## src/design/sxc_map.vh

```
// Register map, field positions, reset values and settling-time codes for the standby and clock-out controller.
`ifndef SXC_MAP_VH
`define SXC_MAP_VH
// Word byte addresses on the register bus.
`define SXC_ADDR_STANDBY_CTRL 4'h0
`define SXC_ADDR_SYSTEM_CTRL  4'h4
`define SXC_ADDR_CLOCK_CTRL   4'h8
`define SXC_ADDR_STATUS       4'hc
// Standby control register fields.
`define SXC_SETTLE_LSB        0
`define SXC_SETTLE_MSB        2
`define SXC_BUS_HOLD_BIT      3
`define SXC_SLEEP_DEEP_BIT    7
`define SXC_STANDBY_CTRL_RST  8'h00
// System control register fields.
`define SXC_MEM_EN_BIT        0
`define SXC_NMI_EDGE_BIT      1
`define SXC_IRQ_EN_LSB        4
`define SXC_IRQ_EN_MSB        6
`define SXC_SYSTEM_CTRL_RST   8'h01
// Clock control register fields.
`define SXC_CLK_STOP_BIT      0
`define SXC_CLK_DIR_BIT       1
`define SXC_CLOCK_CTRL_RST    8'h02
// Settling-time select codes.
`define SXC_SETTLE_8K         3'h0
`define SXC_SETTLE_16K        3'h1
`define SXC_SETTLE_32K        3'h2
`define SXC_SETTLE_64K        3'h3
`define SXC_SETTLE_128K       3'h4
`define SXC_SETTLE_256K       3'h5
`define SXC_SETTLE_RSVD       3'h6
`define SXC_SETTLE_16         3'h7
// Settling wait lengths in system clock states.
`define SXC_STATES_8K         19'h02000
`define SXC_STATES_16K        19'h04000
`define SXC_STATES_32K        19'h08000
`define SXC_STATES_64K        19'h10000
`define SXC_STATES_128K       19'h20000
`define SXC_STATES_256K       19'h40000
`define SXC_STATES_16         19'h00010
// Idle level of the synchronised pins: reset, standby and NMI high, IRQs high.
`define SXC_PIN_IDLE          6'h3f
// Operating mode encodings.
`define SXC_MODE_NORMAL       3'h0
`define SXC_MODE_SLEEP        3'h1
`define SXC_MODE_SW_DEEP_POWER_DOWN_PIN_N      3'h2
`define SXC_MODE_SETTLE       3'h3
`define SXC_MODE_RESET        3'h4
`define SXC_MODE_HW_DEEP_POWER_DOWN_PIN_N      3'h5
`endif

```

## src/design/sxc_settle_timer.v

```verilog
// Settling-wait counter of system clock states.
`timescale 1ns/1ps
module sxc_settle_timer #(
  parameter CNT_W = 19
) (
  // Clock, reset and enable.
  input  wire             clk,
  input  wire             rst,
  input  wire             ce,
  // Control.
  input  wire             start,
  input  wire [CNT_W-1:0] length,
  // Status.
  output wire             done,
  output reg              busy_q
);

  reg [CNT_W-1:0] count_q;

  // Load the length less one on start, then count down one state per clock.
  always @(posedge clk) begin
    if (rst) begin
      count_q <= {CNT_W{1'b0}};
      busy_q  <= 1'b0;
    end else if (ce) begin
      if (start) begin
        count_q <= length - {{(CNT_W-1){1'b0}}, 1'b1};
        busy_q  <= 1'b1;
      end else if (busy_q) begin
        if (count_q == {CNT_W{1'b0}})
          busy_q <= 1'b0;
        else
          count_q <= count_q - {{(CNT_W-1){1'b0}}, 1'b1};
      end
    end
  end

  // Done pulses on the last state of the wait.
  assign done = busy_q && (count_q == {CNT_W{1'b0}}) && !start;

endmodule // sxc_settle_timer

```

## src/design/sxc_standby_ctrl.v

```verilog
// Standby entry and exit sequencer with system clock output pin control.
`timescale 1ns/1ps
module sxc_standby_ctrl #(
  parameter CNT_W = 19
) (
  // Clock, reset and enable.
  input  wire       clk,
  input  wire       rst,
  input  wire       ce,
  // Wishbone slave.
  input  wire       wb_cyc_i,
  input  wire       wb_stb_i,
  input  wire       wb_we_i,
  input  wire [3:0] wb_adr_i,
  input  wire [3:0] wb_sel_i,
  input  wire [31:0] wb_dat_i,
  output reg  [31:0] wb_dat_o,
  output reg        wb_ack_o,
  // External pins, asynchronous.
  input  wire       chip_init_pin_n,
  input  wire       deep_power_down_pin_n,
  input  wire       nmi_pin,
  input  wire [2:0] irq_pin_n,
  input  wire [2:0] boot_config_pins,
  // Processor side.
  input  wire       sleep_exec,
  input  wire       bus_cycle_end,
  output reg        reset_exception,
  output reg        wake_interrupt,
  output wire       cpu_reset,
  // Oscillator and clock gating.
  output wire       osc_enable,
  output wire       chip_clock_enable,
  // Port and bus hold control.
  output wire       port_hold,
  output wire       bus_hold,
  output wire       port_float,
  output wire       memory_enable,
  output reg  [2:0] boot_config_latched,
  // System clock output pin.
  output wire       sysclk_pin_o,
  output wire       sysclk_pin_oe_n,
  // Mode observation.
  output reg  [2:0] mode_q
);

  `include "sxc_map.vh"

  ////////////////////////////////////////////////////////////////////////////
  // Pin synchronisers.

  reg [5:0] pin_meta_q;
  reg [5:0] pin_sync_q;
  reg [2:0] boot_meta_q;
  reg [2:0] boot_sync_q;
  reg       nmi_prev_q;
  reg [2:0] irq_prev_n_q;

  // Two flops on every pin before any logic reads it.
  always @(posedge clk) begin
    if (rst) begin
      pin_meta_q <= `SXC_PIN_IDLE;
      pin_sync_q <= `SXC_PIN_IDLE;
    end else if (ce) begin
      pin_meta_q <= {irq_pin_n, nmi_pin, deep_power_down_pin_n, chip_init_pin_n};
      pin_sync_q <= pin_meta_q;
    end
  end

  // Boot pins get their own two flops without reset, so the capture never takes an invented level.
  always @(posedge clk) begin
    if (ce) begin
      boot_meta_q <= boot_config_pins;
      boot_sync_q <= boot_meta_q;
    end
  end

  wire       init_n  = pin_sync_q[0];
  wire       deep_power_down_pin_n_n  = pin_sync_q[1];
  wire       nmi_s   = pin_sync_q[2];
  wire [2:0] irq_n_s = pin_sync_q[5:3];

  ////////////////////////////////////////////////////////////////////////////
  // Registers.

  reg [7:0] standby_control_register;
  reg [7:0] system_control_register;
  reg [7:0] clock_divider_control_register;

  reg  [CNT_W-1:0] settle_len;
  wire             settle_done;
  wire             settle_busy;
  reg              settle_start;

  wire [2:0] osc_settle_select      = standby_control_register[`SXC_SETTLE_MSB:`SXC_SETTLE_LSB];
  wire       bus_output_hold_enable = standby_control_register[`SXC_BUS_HOLD_BIT];
  wire       sleep_to_deep_select   = standby_control_register[`SXC_SLEEP_DEEP_BIT];
  wire       onchip_memory_enable   = system_control_register[`SXC_MEM_EN_BIT];
  wire       nmi_edge_select        = system_control_register[`SXC_NMI_EDGE_BIT];
  wire [2:0] irq_enable             = system_control_register[`SXC_IRQ_EN_MSB:`SXC_IRQ_EN_LSB];
  wire       clock_pin_stop         = clock_divider_control_register[`SXC_CLK_STOP_BIT];
  wire       clock_pin_dir          = clock_divider_control_register[`SXC_CLK_DIR_BIT];

  // Register address decode for the write path; the read path decodes wb_adr_i itself.
  function [1:0] reg_index;
    input [3:0] adr;
    begin
      case (adr)
        `SXC_ADDR_STANDBY_CTRL: reg_index = 2'h0;
        `SXC_ADDR_SYSTEM_CTRL:  reg_index = 2'h1;
        `SXC_ADDR_CLOCK_CTRL:   reg_index = 2'h2;
        default:                reg_index = 2'h3;
      endcase
    end
  endfunction

  wire       wb_req   = wb_cyc_i && wb_stb_i && !wb_ack_o;
  wire       wb_write = wb_req && wb_we_i && wb_sel_i[0];
  wire [1:0] wb_idx   = reg_index(wb_adr_i);

  // One-wait-state answer; unmapped addresses read zero and ignore writes.
  always @(posedge clk) begin
    if (rst) begin
      wb_ack_o <= 1'b0;
      wb_dat_o <= 32'h00000000;
    end else if (ce) begin
      wb_ack_o <= wb_req;
      case (wb_adr_i)
        `SXC_ADDR_STANDBY_CTRL: wb_dat_o <= {24'h000000, standby_control_register};
        `SXC_ADDR_SYSTEM_CTRL:  wb_dat_o <= {24'h000000, system_control_register};
        `SXC_ADDR_CLOCK_CTRL:   wb_dat_o <= {24'h000000, clock_divider_control_register};
        `SXC_ADDR_STATUS:       wb_dat_o <= {24'h000000, 2'h0, settle_busy, init_n, deep_power_down_pin_n_n, mode_q};
        default:                wb_dat_o <= 32'h00000000;
      endcase
    end
  end

  // Control registers; hardware standby forces them to reset values.
  always @(posedge clk) begin
    if (rst || (ce && mode_q == `SXC_MODE_HW_DEEP_POWER_DOWN_PIN_N)) begin
      standby_control_register       <= `SXC_STANDBY_CTRL_RST;
      system_control_register        <= `SXC_SYSTEM_CTRL_RST;
      clock_divider_control_register <= `SXC_CLOCK_CTRL_RST;
    end else if (ce && wb_write) begin
      if (wb_idx == 2'h0)
        standby_control_register <= wb_dat_i[7:0];
      if (wb_idx == 2'h1)
        system_control_register <= wb_dat_i[7:0];
      if (wb_idx == 2'h2)
        clock_divider_control_register <= wb_dat_i[7:0];
    end
  end

  ////////////////////////////////////////////////////////////////////////////
  // Settling-time select and counter.

  always @* begin
    case (osc_settle_select)
      `SXC_SETTLE_8K:   settle_len = `SXC_STATES_8K;
      `SXC_SETTLE_16K:  settle_len = `SXC_STATES_16K;
      `SXC_SETTLE_32K:  settle_len = `SXC_STATES_32K;
      `SXC_SETTLE_64K:  settle_len = `SXC_STATES_64K;
      `SXC_SETTLE_128K: settle_len = `SXC_STATES_128K;
      `SXC_SETTLE_256K: settle_len = `SXC_STATES_256K;
      `SXC_SETTLE_16:   settle_len = `SXC_STATES_16;
      default:          settle_len = `SXC_STATES_256K;
    endcase
  end

  sxc_settle_timer #(
    .CNT_W (CNT_W)
  ) u_timer (
    .clk    (clk),
    .rst    (rst),
    .ce     (ce),
    .start  (settle_start),
    .length (settle_len),
    .done   (settle_done),
    .busy_q (settle_busy)
  );

  ////////////////////////////////////////////////////////////////////////////
  // Wake sources.

  // NMI edge chosen by the edge select bit; IRQs are falling edges.
  always @(posedge clk) begin
    if (rst) begin
      nmi_prev_q   <= 1'b1;
      irq_prev_n_q <= 3'h7;
    end else if (ce) begin
      nmi_prev_q   <= nmi_s;
      irq_prev_n_q <= irq_n_s;
    end
  end

  wire nmi_event = nmi_edge_select ? (nmi_s && !nmi_prev_q) : (!nmi_s && nmi_prev_q);
  wire irq_event = |(irq_enable & irq_prev_n_q & ~irq_n_s);

  ////////////////////////////////////////////////////////////////////////////
  // Mode sequencer.

  reg [2:0] mode_d;

  always @* begin
    mode_d       = mode_q;
    settle_start = 1'b0;
    if (!deep_power_down_pin_n_n) begin
      mode_d = `SXC_MODE_HW_DEEP_POWER_DOWN_PIN_N;
    end else begin
      case (mode_q)
        `SXC_MODE_NORMAL: begin
          if (!init_n)
            mode_d = `SXC_MODE_RESET;
          else if (sleep_exec)
            mode_d = sleep_to_deep_select ? `SXC_MODE_SW_DEEP_POWER_DOWN_PIN_N : `SXC_MODE_SLEEP;
        end
        `SXC_MODE_SLEEP: begin
          if (!init_n)
            mode_d = `SXC_MODE_RESET;
          else if (nmi_event || irq_event)
            mode_d = `SXC_MODE_NORMAL;
        end
        `SXC_MODE_SW_DEEP_POWER_DOWN_PIN_N: begin
          if (!init_n) begin
            mode_d = `SXC_MODE_RESET;
          end else if (nmi_event || irq_event) begin
            mode_d       = `SXC_MODE_SETTLE;
            settle_start = 1'b1;
          end
        end
        `SXC_MODE_SETTLE: begin
          if (!init_n)
            mode_d = `SXC_MODE_RESET;
          else if (settle_done)
            mode_d = `SXC_MODE_NORMAL;
        end
        `SXC_MODE_RESET: begin
          if (init_n)
            mode_d = `SXC_MODE_NORMAL;
        end
        `SXC_MODE_HW_DEEP_POWER_DOWN_PIN_N: begin
          mode_d = init_n ? `SXC_MODE_NORMAL : `SXC_MODE_RESET;
        end
        default: mode_d = `SXC_MODE_RESET;
      endcase
    end
  end

  // Mode register and one-cycle exception pulses.
  always @(posedge clk) begin
    if (rst) begin
      mode_q          <= `SXC_MODE_RESET;
      reset_exception <= 1'b0;
      wake_interrupt  <= 1'b0;
    end else if (ce) begin
      mode_q          <= mode_d;
      reset_exception <= (mode_q == `SXC_MODE_RESET || mode_q == `SXC_MODE_HW_DEEP_POWER_DOWN_PIN_N) &&
                         mode_d == `SXC_MODE_NORMAL;
      wake_interrupt  <= (mode_q == `SXC_MODE_SETTLE && mode_d == `SXC_MODE_NORMAL) ||
                         (mode_q == `SXC_MODE_SLEEP && mode_d == `SXC_MODE_NORMAL);
    end
  end

  // Boot pins captured while the chip is held in reset.
  always @(posedge clk) begin
    if (rst) begin
      boot_config_latched <= 3'h0;
    end else if (ce && mode_q == `SXC_MODE_RESET) begin
      boot_config_latched <= boot_sync_q;
    end
  end

  ////////////////////////////////////////////////////////////////////////////
  // Oscillator, clock gating and port control.

  wire in_sw = (mode_q == `SXC_MODE_SW_DEEP_POWER_DOWN_PIN_N);
  wire in_hw = (mode_q == `SXC_MODE_HW_DEEP_POWER_DOWN_PIN_N);

  assign osc_enable        = !in_sw && !in_hw;
  assign chip_clock_enable = osc_enable && (mode_q != `SXC_MODE_SETTLE);
  assign cpu_reset         = (mode_q == `SXC_MODE_RESET) || in_hw;
  assign port_hold         = in_sw;
  assign bus_hold          = in_sw && bus_output_hold_enable;
  assign port_float        = in_hw;
  assign memory_enable     = onchip_memory_enable && !in_hw;

  ////////////////////////////////////////////////////////////////////////////
  // System clock output pin.

  reg clk_stopped_q;
  reg clk_toggle_q;

  always @(posedge clk) begin
    if (rst) begin
      clk_stopped_q <= 1'b0;
      clk_toggle_q  <= 1'b0;
    end else if (ce) begin
      clk_toggle_q <= ~clk_toggle_q;
      if (!clock_pin_stop)
        clk_stopped_q <= 1'b0;
      else if (bus_cycle_end)
        clk_stopped_q <= 1'b1;
    end
  end

  assign sysclk_pin_oe_n = !clock_pin_dir || in_hw;
  assign sysclk_pin_o    = (in_sw || clk_stopped_q || mode_q == `SXC_MODE_SETTLE) ? 1'b1 : clk_toggle_q;

endmodule // sxc_standby_ctrl

```

## config.mk

```make
export PLATFORM = sky130hd
export DESIGN_NAME = sxc_standby_ctrl
export DESIGN_NICKNAME = d
export VERILOG_FILES = /design/src/design/sxc_settle_timer.v /design/src/design/sxc_standby_ctrl.v
export VERILOG_INCLUDE_DIRS = /design/src /design/src/design
export SDC_FILE = /design/constraint.sdc
export NUM_CORES = 1
export LEC_CHECK = 0
export BUFFER_PORTS_ARGS = -buffer_cell sky130_fd_sc_hd__buf_2
export CORE_UTILIZATION = 35
export CTS_CLUSTER_DIAMETER = 150
export CTS_CLUSTER_SIZE = 8
export DETAILED_ROUTE_END_ITERATION = 7
export SLEW_MARGIN = 5
export SYNTH_ARGS = -nofsm -noshare
export SYNTH_HDL_FRONTEND = slang
export SYNTH_SLANG_ARGS = --single-unit
```

## constraint.sdc

```tcl
create_clock -name clk -period 4.2 [get_ports clk]
set_input_delay 0.84 -clock clk [delete_from_list [all_inputs] [get_ports clk]]
set_output_delay 0.84 -clock clk [all_outputs]
set_load 0.02 [all_outputs]
```

After elaboration in Yosys (flattened, before gate mapping)
Cells that the tools add are included.
- $add $sub $neg: 2
- equal/unequal tests: 18
- mux-type cells: 30
- bitwise gates (word level): 4
- reduce and logical (&&, ||, !) cells: 45
- operator list (kind ; number):
    case mux 19 bit (6 select lines) ; 1
    2-to-1 mux 19 bit ; 3
    subtractor 19 x 1 -> 19 bit (second input constant) ; 2
    2-to-1 mux 3 bit ; 11
    case mux 8 bit (4 select lines) ; 1
    zero test 19 bit ; 1
    logical AND 1 bit ; 18
    case mux 3 bit (6 select lines) ; 1
    equality test 3 x 2 -> 1 bit (second input constant) ; 4
    equality test 3 bit (second input constant) ; 4
    2-to-1 mux 1 bit ; 11
    zero test 3 bit ; 3
    equality test 4 bit (second input constant) ; 2
    AND reduction 2 bit ; 4
    zero test 1 bit ; 7
    logical OR 1 bit ; 7
    bitwise AND 3 bit ; 2
    equality test 3 x 1 -> 1 bit (second input constant) ; 2
    case mux 2 bit (3 select lines) ; 1
    equality test 4 x 3 -> 1 bit (second input constant) ; 1
    zero test 4 bit ; 1
    inequality test 3 x 2 -> 1 bit (second input constant) ; 1
    inverter 3 bit ; 1
    AND reduction 3 bit ; 1
    9 further kinds ; 9
- register bits after elaboration: 109
- logic and storage cells: 118

Depth between registers and ports, before layout
- depth in word-level cells: 17
- depth in mapped cells: 13
- mapped depth without buffers: 11

Modules after synthesis
Synthesis repeated with hierarchy kept, for this count alone.
- cells, all modules: 521
- area total of the unflattened synthesis: 4693.3 sq um
- modules (own cells, without submodules) (module ; instances ; cells an instance ; area an instance (sq um) ; sequential area each (sq um)):
    sxc_standby_ctrl ; 1 ; 316 ; 3046.7 ; 1361.3
    sxc_settle_timer ; 1 ; 205 ; 1646.6 ; 400.4

Worst setup path after synthesis
OpenSTA, ideal clock, no wires.
- kind: flip-flop to flip-flop
- start: reg mode_q[2]
- end: reg u_timer.count_q[8]
- arrival: 3.564 ns
- data required time: 4.142 ns
- slack: 0.577 ns
- stages on the path, launching flop included: 14
- clock period less this slack: 3.623 ns
- cell sequence: dfxtp_1 > clkbuf_2 > nor3b_1 > and3_1 > o21ai_2 > clkbuf_1 > nand2_1 > ha_1 > nor3b_1 > nand2_1 > a311oi_1 > nand2_1 > o31ai_1 > o211a_1
- word-level cells in the longest chain between the ends: 5
- elaborated cells between the ends (all ways): 7
- RTL lines (item ; line ; source):
    start, declared ; sxc_standby_ctrl.v:44 ; output reg [2:0] mode_q
    start signal, assigned ; sxc_standby_ctrl.v:252 ; mode_q <= `SXC_MODE_RESET;
    start signal, assigned ; sxc_standby_ctrl.v:256 ; mode_q <= mode_d;
    equality test 3 x 2 -> 1 bit * ; - ;
    net port_hold ; sxc_standby_ctrl.v:35 ; output wire port_hold,
    2-to-1 mux 1 bit * ; sxc_standby_ctrl.v:210 ; case (mode_q)
    2-to-1 mux 1 bit * ; sxc_standby_ctrl.v:207 ; if (!deep_power_down_pin_n_n) begin
    inequality test 2 x 1 -> 1 bit (no source line) or nonzero test 2 bit (tied branches) ; - ;
    AND reduction 3 bit (no source line) ; - ;
    end signal, assigned ; sxc_settle_timer.v:23 ; count_q <= {CNT_W{1'b0}};
    end signal, assigned ; sxc_settle_timer.v:27 ; count_q <= length - {{(CNT_W-1){1'b0}}, 1'b1};
    end signal, assigned ; sxc_settle_timer.v:33 ; count_q <= count_q - {{(CNT_W-1){1'b0}}, 1'b1};
    end, declared ; sxc_settle_timer.v:18 ; reg [CNT_W-1:0] count_q;
The timed path passes the listed nets; every way through them passes the cells marked *.
A chain may end at the register's enable or synchronous reset.

Worst setup path in the final report
- start: reg mode_q[2]
- end: reg u_timer.count_q[16]
- word-level cells in the longest chain between the ends: 5
- elaborated cells between the ends (all ways): 7
- RTL lines (item ; line):
    equality test 3 x 2 -> 1 bit * ; sxc_standby_ctrl.v:210
    2-to-1 mux 1 bit * ; sxc_standby_ctrl.v:210
    2-to-1 mux 1 bit * ; sxc_standby_ctrl.v:207
    inequality test 2 x 1 -> 1 bit (no source line) or nonzero test 2 bit (tied branches) ; -
    AND reduction 3 bit (no source line) ; -
Every way passes the cells marked *; elsewhere a longest branch is shown, timed or not.

==> results.yml <==
critical_path:
  timing.critical_path.cells: "nor3b_1, buf_4, and3_1, o21ai_2, nand2_1, ha_1, buf_4, nor3b_1, nand2_1, nor4_1, nand4_1, mux2i_1, a21oi_1"
  worstPathRequired_ns: 4.40
  rr_endpoint: "u_timer.count_q[16]$_SDFFE_PP0P_"
  path_class: "flop to flop"
  rr_startpoint: "mode_q[2]$_SDFFE_PP1P_"
  crit_path_max_fanout: 11
  worst_ep_arrival_time_ns: 3.37
  critPathMaxStageDelay_ns: 0.43
  critical_path_endpoint_category: "flop"
  critPathBufInv: 2
  worst_setup_path_start_kind: "flop"
  worst-r2r-cell-count: 13
  r2r_setup_slk_ns: 1.03
  critical_path.top_delay_family: "simple AND/OR/NAND/NOR gates"
  critical-path-slowest-cell: "sky130_fd_sc_hd__dfxtp_1"
pwr:
  power_density_nw_per_um2: 360
  p_leak_nw: 2.04
  vdd_drop_max_v: 0.000222
  total_power_mw: 1.77
synthesis:
  synth_area_per_cell_sq_um: 9.13
  synthArstFlopShare_pct: 0
  seq_area_frac_synth_pct: 40.5
  synth_ff_type: "sky130_fd_sc_hd__dfxtp_1"
  netlist_top_cells_area: "sky130_fd_sc_hd__dfxtp_1, sky130_fd_sc_hd__mux2i_1, sky130_fd_sc_hd__nor2_1"
  yosys_warnings: 0
  synth_top_area_share_pct: 36.3
  yosys_register_bits: 85
  yosys.cell_types.count: 65
  synth.cell_area_sq_um: 4350
  synth_cells: 477
  synth-edff-count: 6
  yosysTopAreaCell: "sky130_fd_sc_hd__dfxtp_1"
hold_path:
  worst_hold_startpoint: "boot_meta_q[2]$_DFFE_PP_"
  worstHoldEndpoint: "boot_sync_q[2]$_DFFE_PP_"
  hp-class: "flop to flop"
  min_path_cells: 0
detailed_routing:
  route.detailed.wl_per_inst_um: 14.6
  dr.pass1.iters: 4
  ant_nets: 0
  viasPerCell: 5.11
  route.vias.total: 3534
  dr.first_iter.drc_count: 150
  drc_errors: 0
  wirelength_um: 10100
clock_tree:
  tritoncts: "yes"
  cts_sinks: 85
  post_cts_resize_count: 0
  buffer_cell_driving_the_clock_tree_root: "sky130_fd_sc_hd__clkbuf_16"
  cts_buffers: 9
  clockBufferDepth: 2
  clk_pin_slew_worst_paths_ns: 0.06
  postCtsHoldBufs: 0
  htree_levels: 3
  setup_bufs_post_cts: 0
  worstSkewPairLatency_ns: 0.33
sta:
  totalNegativeSetupSlack_ns: 0
  slew_violations: 0
  fin_crit_sh_pct: 75.5
  timing.slew.headroom_pct: 38.5
  max_slew.worst_pin.slew_ns: 0.919
  grt_setup_unrepaired: "false"
  final-hold-violation-count: 0
  timing.hold.ws_ns: 0.422
  fin_skew_ns: 0.00494
  final.min_clock_period_ns: 3.17
  total_of_endpoints_with_negative_setup_slack_in_the_final_report: 0
  clock.fmax_mhz: 316
grt:
  grt_overflow_total: 0
  vias_in_the_first_global_route: 3416
  largest_net_degree_at_the_start_of_global_routing: 47
  grt_antenna_before_repair: 0
  grt_pass1_wl_um: 16800
  grtUsageTotal_pct: 16.6
cells_and_area:
  diodes: 0
  final_net_count: 577
  final_cell_count_no_fill: 692
  multiInputGateArea_sq_um: 2320
  layout-drive-gt1-share_pct: 18.7
  area_delta_synth_final_pct: 13.0
  num-fill-cells: 1214
  regArea_sq_um: 1760
floorplanning:
  full_die_area_sq_um: 12900
  chipHeight_um: 114
  rows: 40
  starting_density_of_the_core_pct: 36.1
  core_area_sq_um: 12100
  num_io_pins: 107
  fp.dieW_um: 114
job:
  maxCapViolations: 0
place:
  dp_hpwl_um: 7020
  post-place-cells: 676
  place.port_buffers: 55
  gp_congestion: 0.822
status:
  status: "complete, no violations"
[where the power goes]
| group | internal, mW | leakage, nW | switching (mW) |
|---|---|---|---|
| logic | 0.0534 | 1.19 | 0.0972 |
| registers | 0.838 | 0.701 | 0.0158 |
| clock network | 0.452 | 0.145 | 0.313 |
[kinds of logic (layout without fill, tap and decap cells)]
group | Yosys count | after routing | synth area share [%]
AND/OR/NAND/NOR | 195 | 195 | 23.9
AO/OA/AOI/OAI | 95 | 95 | 15.5
flip-flops | 85 | 85 | 40.5
buffers and inverters | 57 | 81 | 8.30
multiplexers | 38 | 38 | 10.5
XOR/XNOR | 5 | 5 | 1.01
adder cells (fa/ha/maj) | 1 | 1 | 0.287
other | 1 | 24 | 0.0861
[cell type report]
class	count	area share, %
Timing Repair Buffer	63	6.81
Tap cell	168	4.27
Clock inverter	3	0.381
Sequential cell	85	35.8
Multi-Input combinational cell	358	47.1
Clock buffer	13	5.52
Inverter	2	0.153
[placed cells by master, fill, tap and decap left out, types with 4 or more instances in the layout]
| cell | instances |
|---|---|
| sky130_fd_sc_hd__a211o_1 | 17 |
| sky130_fd_sc_hd__a21oi_1 | 27 |
| sky130_fd_sc_hd__a311oi_1 | 4 |
| sky130_fd_sc_hd__a31oi_1 | 7 |
| sky130_fd_sc_hd__and2_1 | 4 |
| sky130_fd_sc_hd__and3_1 | 7 |
| sky130_fd_sc_hd__buf_2 | 55 |
| sky130_fd_sc_hd__buf_4 | 8 |
| sky130_fd_sc_hd__clkbuf_16 | 10 |
| sky130_fd_sc_hd__conb_1 | 24 |
| sky130_fd_sc_hd__dfxtp_1 | 79 |
| sky130_fd_sc_hd__edfxtp_1 | 6 |
| sky130_fd_sc_hd__mux2i_1 | 32 |
| sky130_fd_sc_hd__mux4_2 | 6 |
| sky130_fd_sc_hd__nand2_1 | 25 |
| sky130_fd_sc_hd__nand2b_1 | 4 |
| sky130_fd_sc_hd__nand3_1 | 8 |
| sky130_fd_sc_hd__nand3b_1 | 4 |
| sky130_fd_sc_hd__nand4_1 | 7 |
| sky130_fd_sc_hd__nor2_1 | 65 |
| sky130_fd_sc_hd__nor2b_1 | 34 |
| sky130_fd_sc_hd__nor3_1 | 10 |
| sky130_fd_sc_hd__nor4_1 | 5 |
| sky130_fd_sc_hd__o211ai_1 | 6 |
| sky130_fd_sc_hd__o21ai_0 | 12 |
| sky130_fd_sc_hd__or3_1 | 4 |
[per-layer routing]
metal,routed length (um),GRT usage (%),share of wire (%),vias up
met4,225,7.72,2.2,0
met5,0,0,0,-
met1,4590,20.6,45,1670
li1,-,-,-,1754
met2,4900,28.1,48,94
met3,421,3.03,4.2,16
[synth_stat cells, types with 4 or more instances]
cell type                  instances
sky130_fd_sc_hd__nand4_1           7
sky130_fd_sc_hd__nor2b_1          34
sky130_fd_sc_hd__edfxtp_1          6
sky130_fd_sc_hd__a311oi_1          4
sky130_fd_sc_hd__o211ai_1          6
sky130_fd_sc_hd__nand3b_1          4
sky130_fd_sc_hd__mux4_2            6
sky130_fd_sc_hd__nor3_1           10
sky130_fd_sc_hd__nand2_1          25
sky130_fd_sc_hd__and3_1            7
sky130_fd_sc_hd__mux2i_1          32
sky130_fd_sc_hd__nor2_1           65
sky130_fd_sc_hd__and2_1            4
sky130_fd_sc_hd__clkbuf_1         17
sky130_fd_sc_hd__a21oi_1          27
sky130_fd_sc_hd__or3_1             4
sky130_fd_sc_hd__a31oi_1           7
sky130_fd_sc_hd__buf_4            25
sky130_fd_sc_hd__dfxtp_1          79
sky130_fd_sc_hd__nand3_1           8
sky130_fd_sc_hd__nor4_1            5
sky130_fd_sc_hd__nand2b_1          4
sky130_fd_sc_hd__a211o_1          17
sky130_fd_sc_hd__clkbuf_8          4
sky130_fd_sc_hd__buf_2             4
sky130_fd_sc_hd__o21ai_0          12
[through the flow]
step / cell area [sq um] / worst slack (ns) / util (%)
after CTS: 4920 / 1.01 / 40.8
after floorplan: 4440 / 0.577 / -
after global routing: 4920 / 0.668 / 40.8
after detailed placement: 4630 / 0.848 / 38.4
final: 4920 / 1.03 / 40.8
after global placement: 4630 / 0.926 / 38.4
[worst max-delay path by stage]
stage,startpoint,endpoint,slack (ns),cells after the start
finish,mode_q[2]$_SDFFE_PP1P_,u_timer.count_q[16]$_SDFFE_PP0P_,1.03,13
global route,mode_q[2]$_SDFFE_PP1P_,u_timer.count_q[18]$_SDFFE_PP0P_,0.67,13
CTS,mode_q[2]$_SDFFE_PP1P_,u_timer.count_q[16]$_SDFFE_PP0P_,1.01,13
detailed placement,ce,standby_control_register[4]$_SDFFE_PP0P_,0.85,6
global placement,ce,standby_control_register[6]$_SDFFE_PP0P_,0.93,6
floorplan,mode_q[2]$_SDFFE_PP1P_,u_timer.count_q[8]$_SDFFE_PP0P_,0.58,13
[sequential cells by signal (all words and copies together) (netlist names), 6 cells and up]
| name | flops |
|---|---|
| clock_divider_control_register | 8 |
| pin_meta_q | 6 |
| pin_sync_q | 6 |
| standby_control_register | 8 |
| system_control_register | 8 |
| u_timer.count_q | 19 |
| wb_dat_o | 8 |
Note: power is estimated with default switching activity, not from simulation.
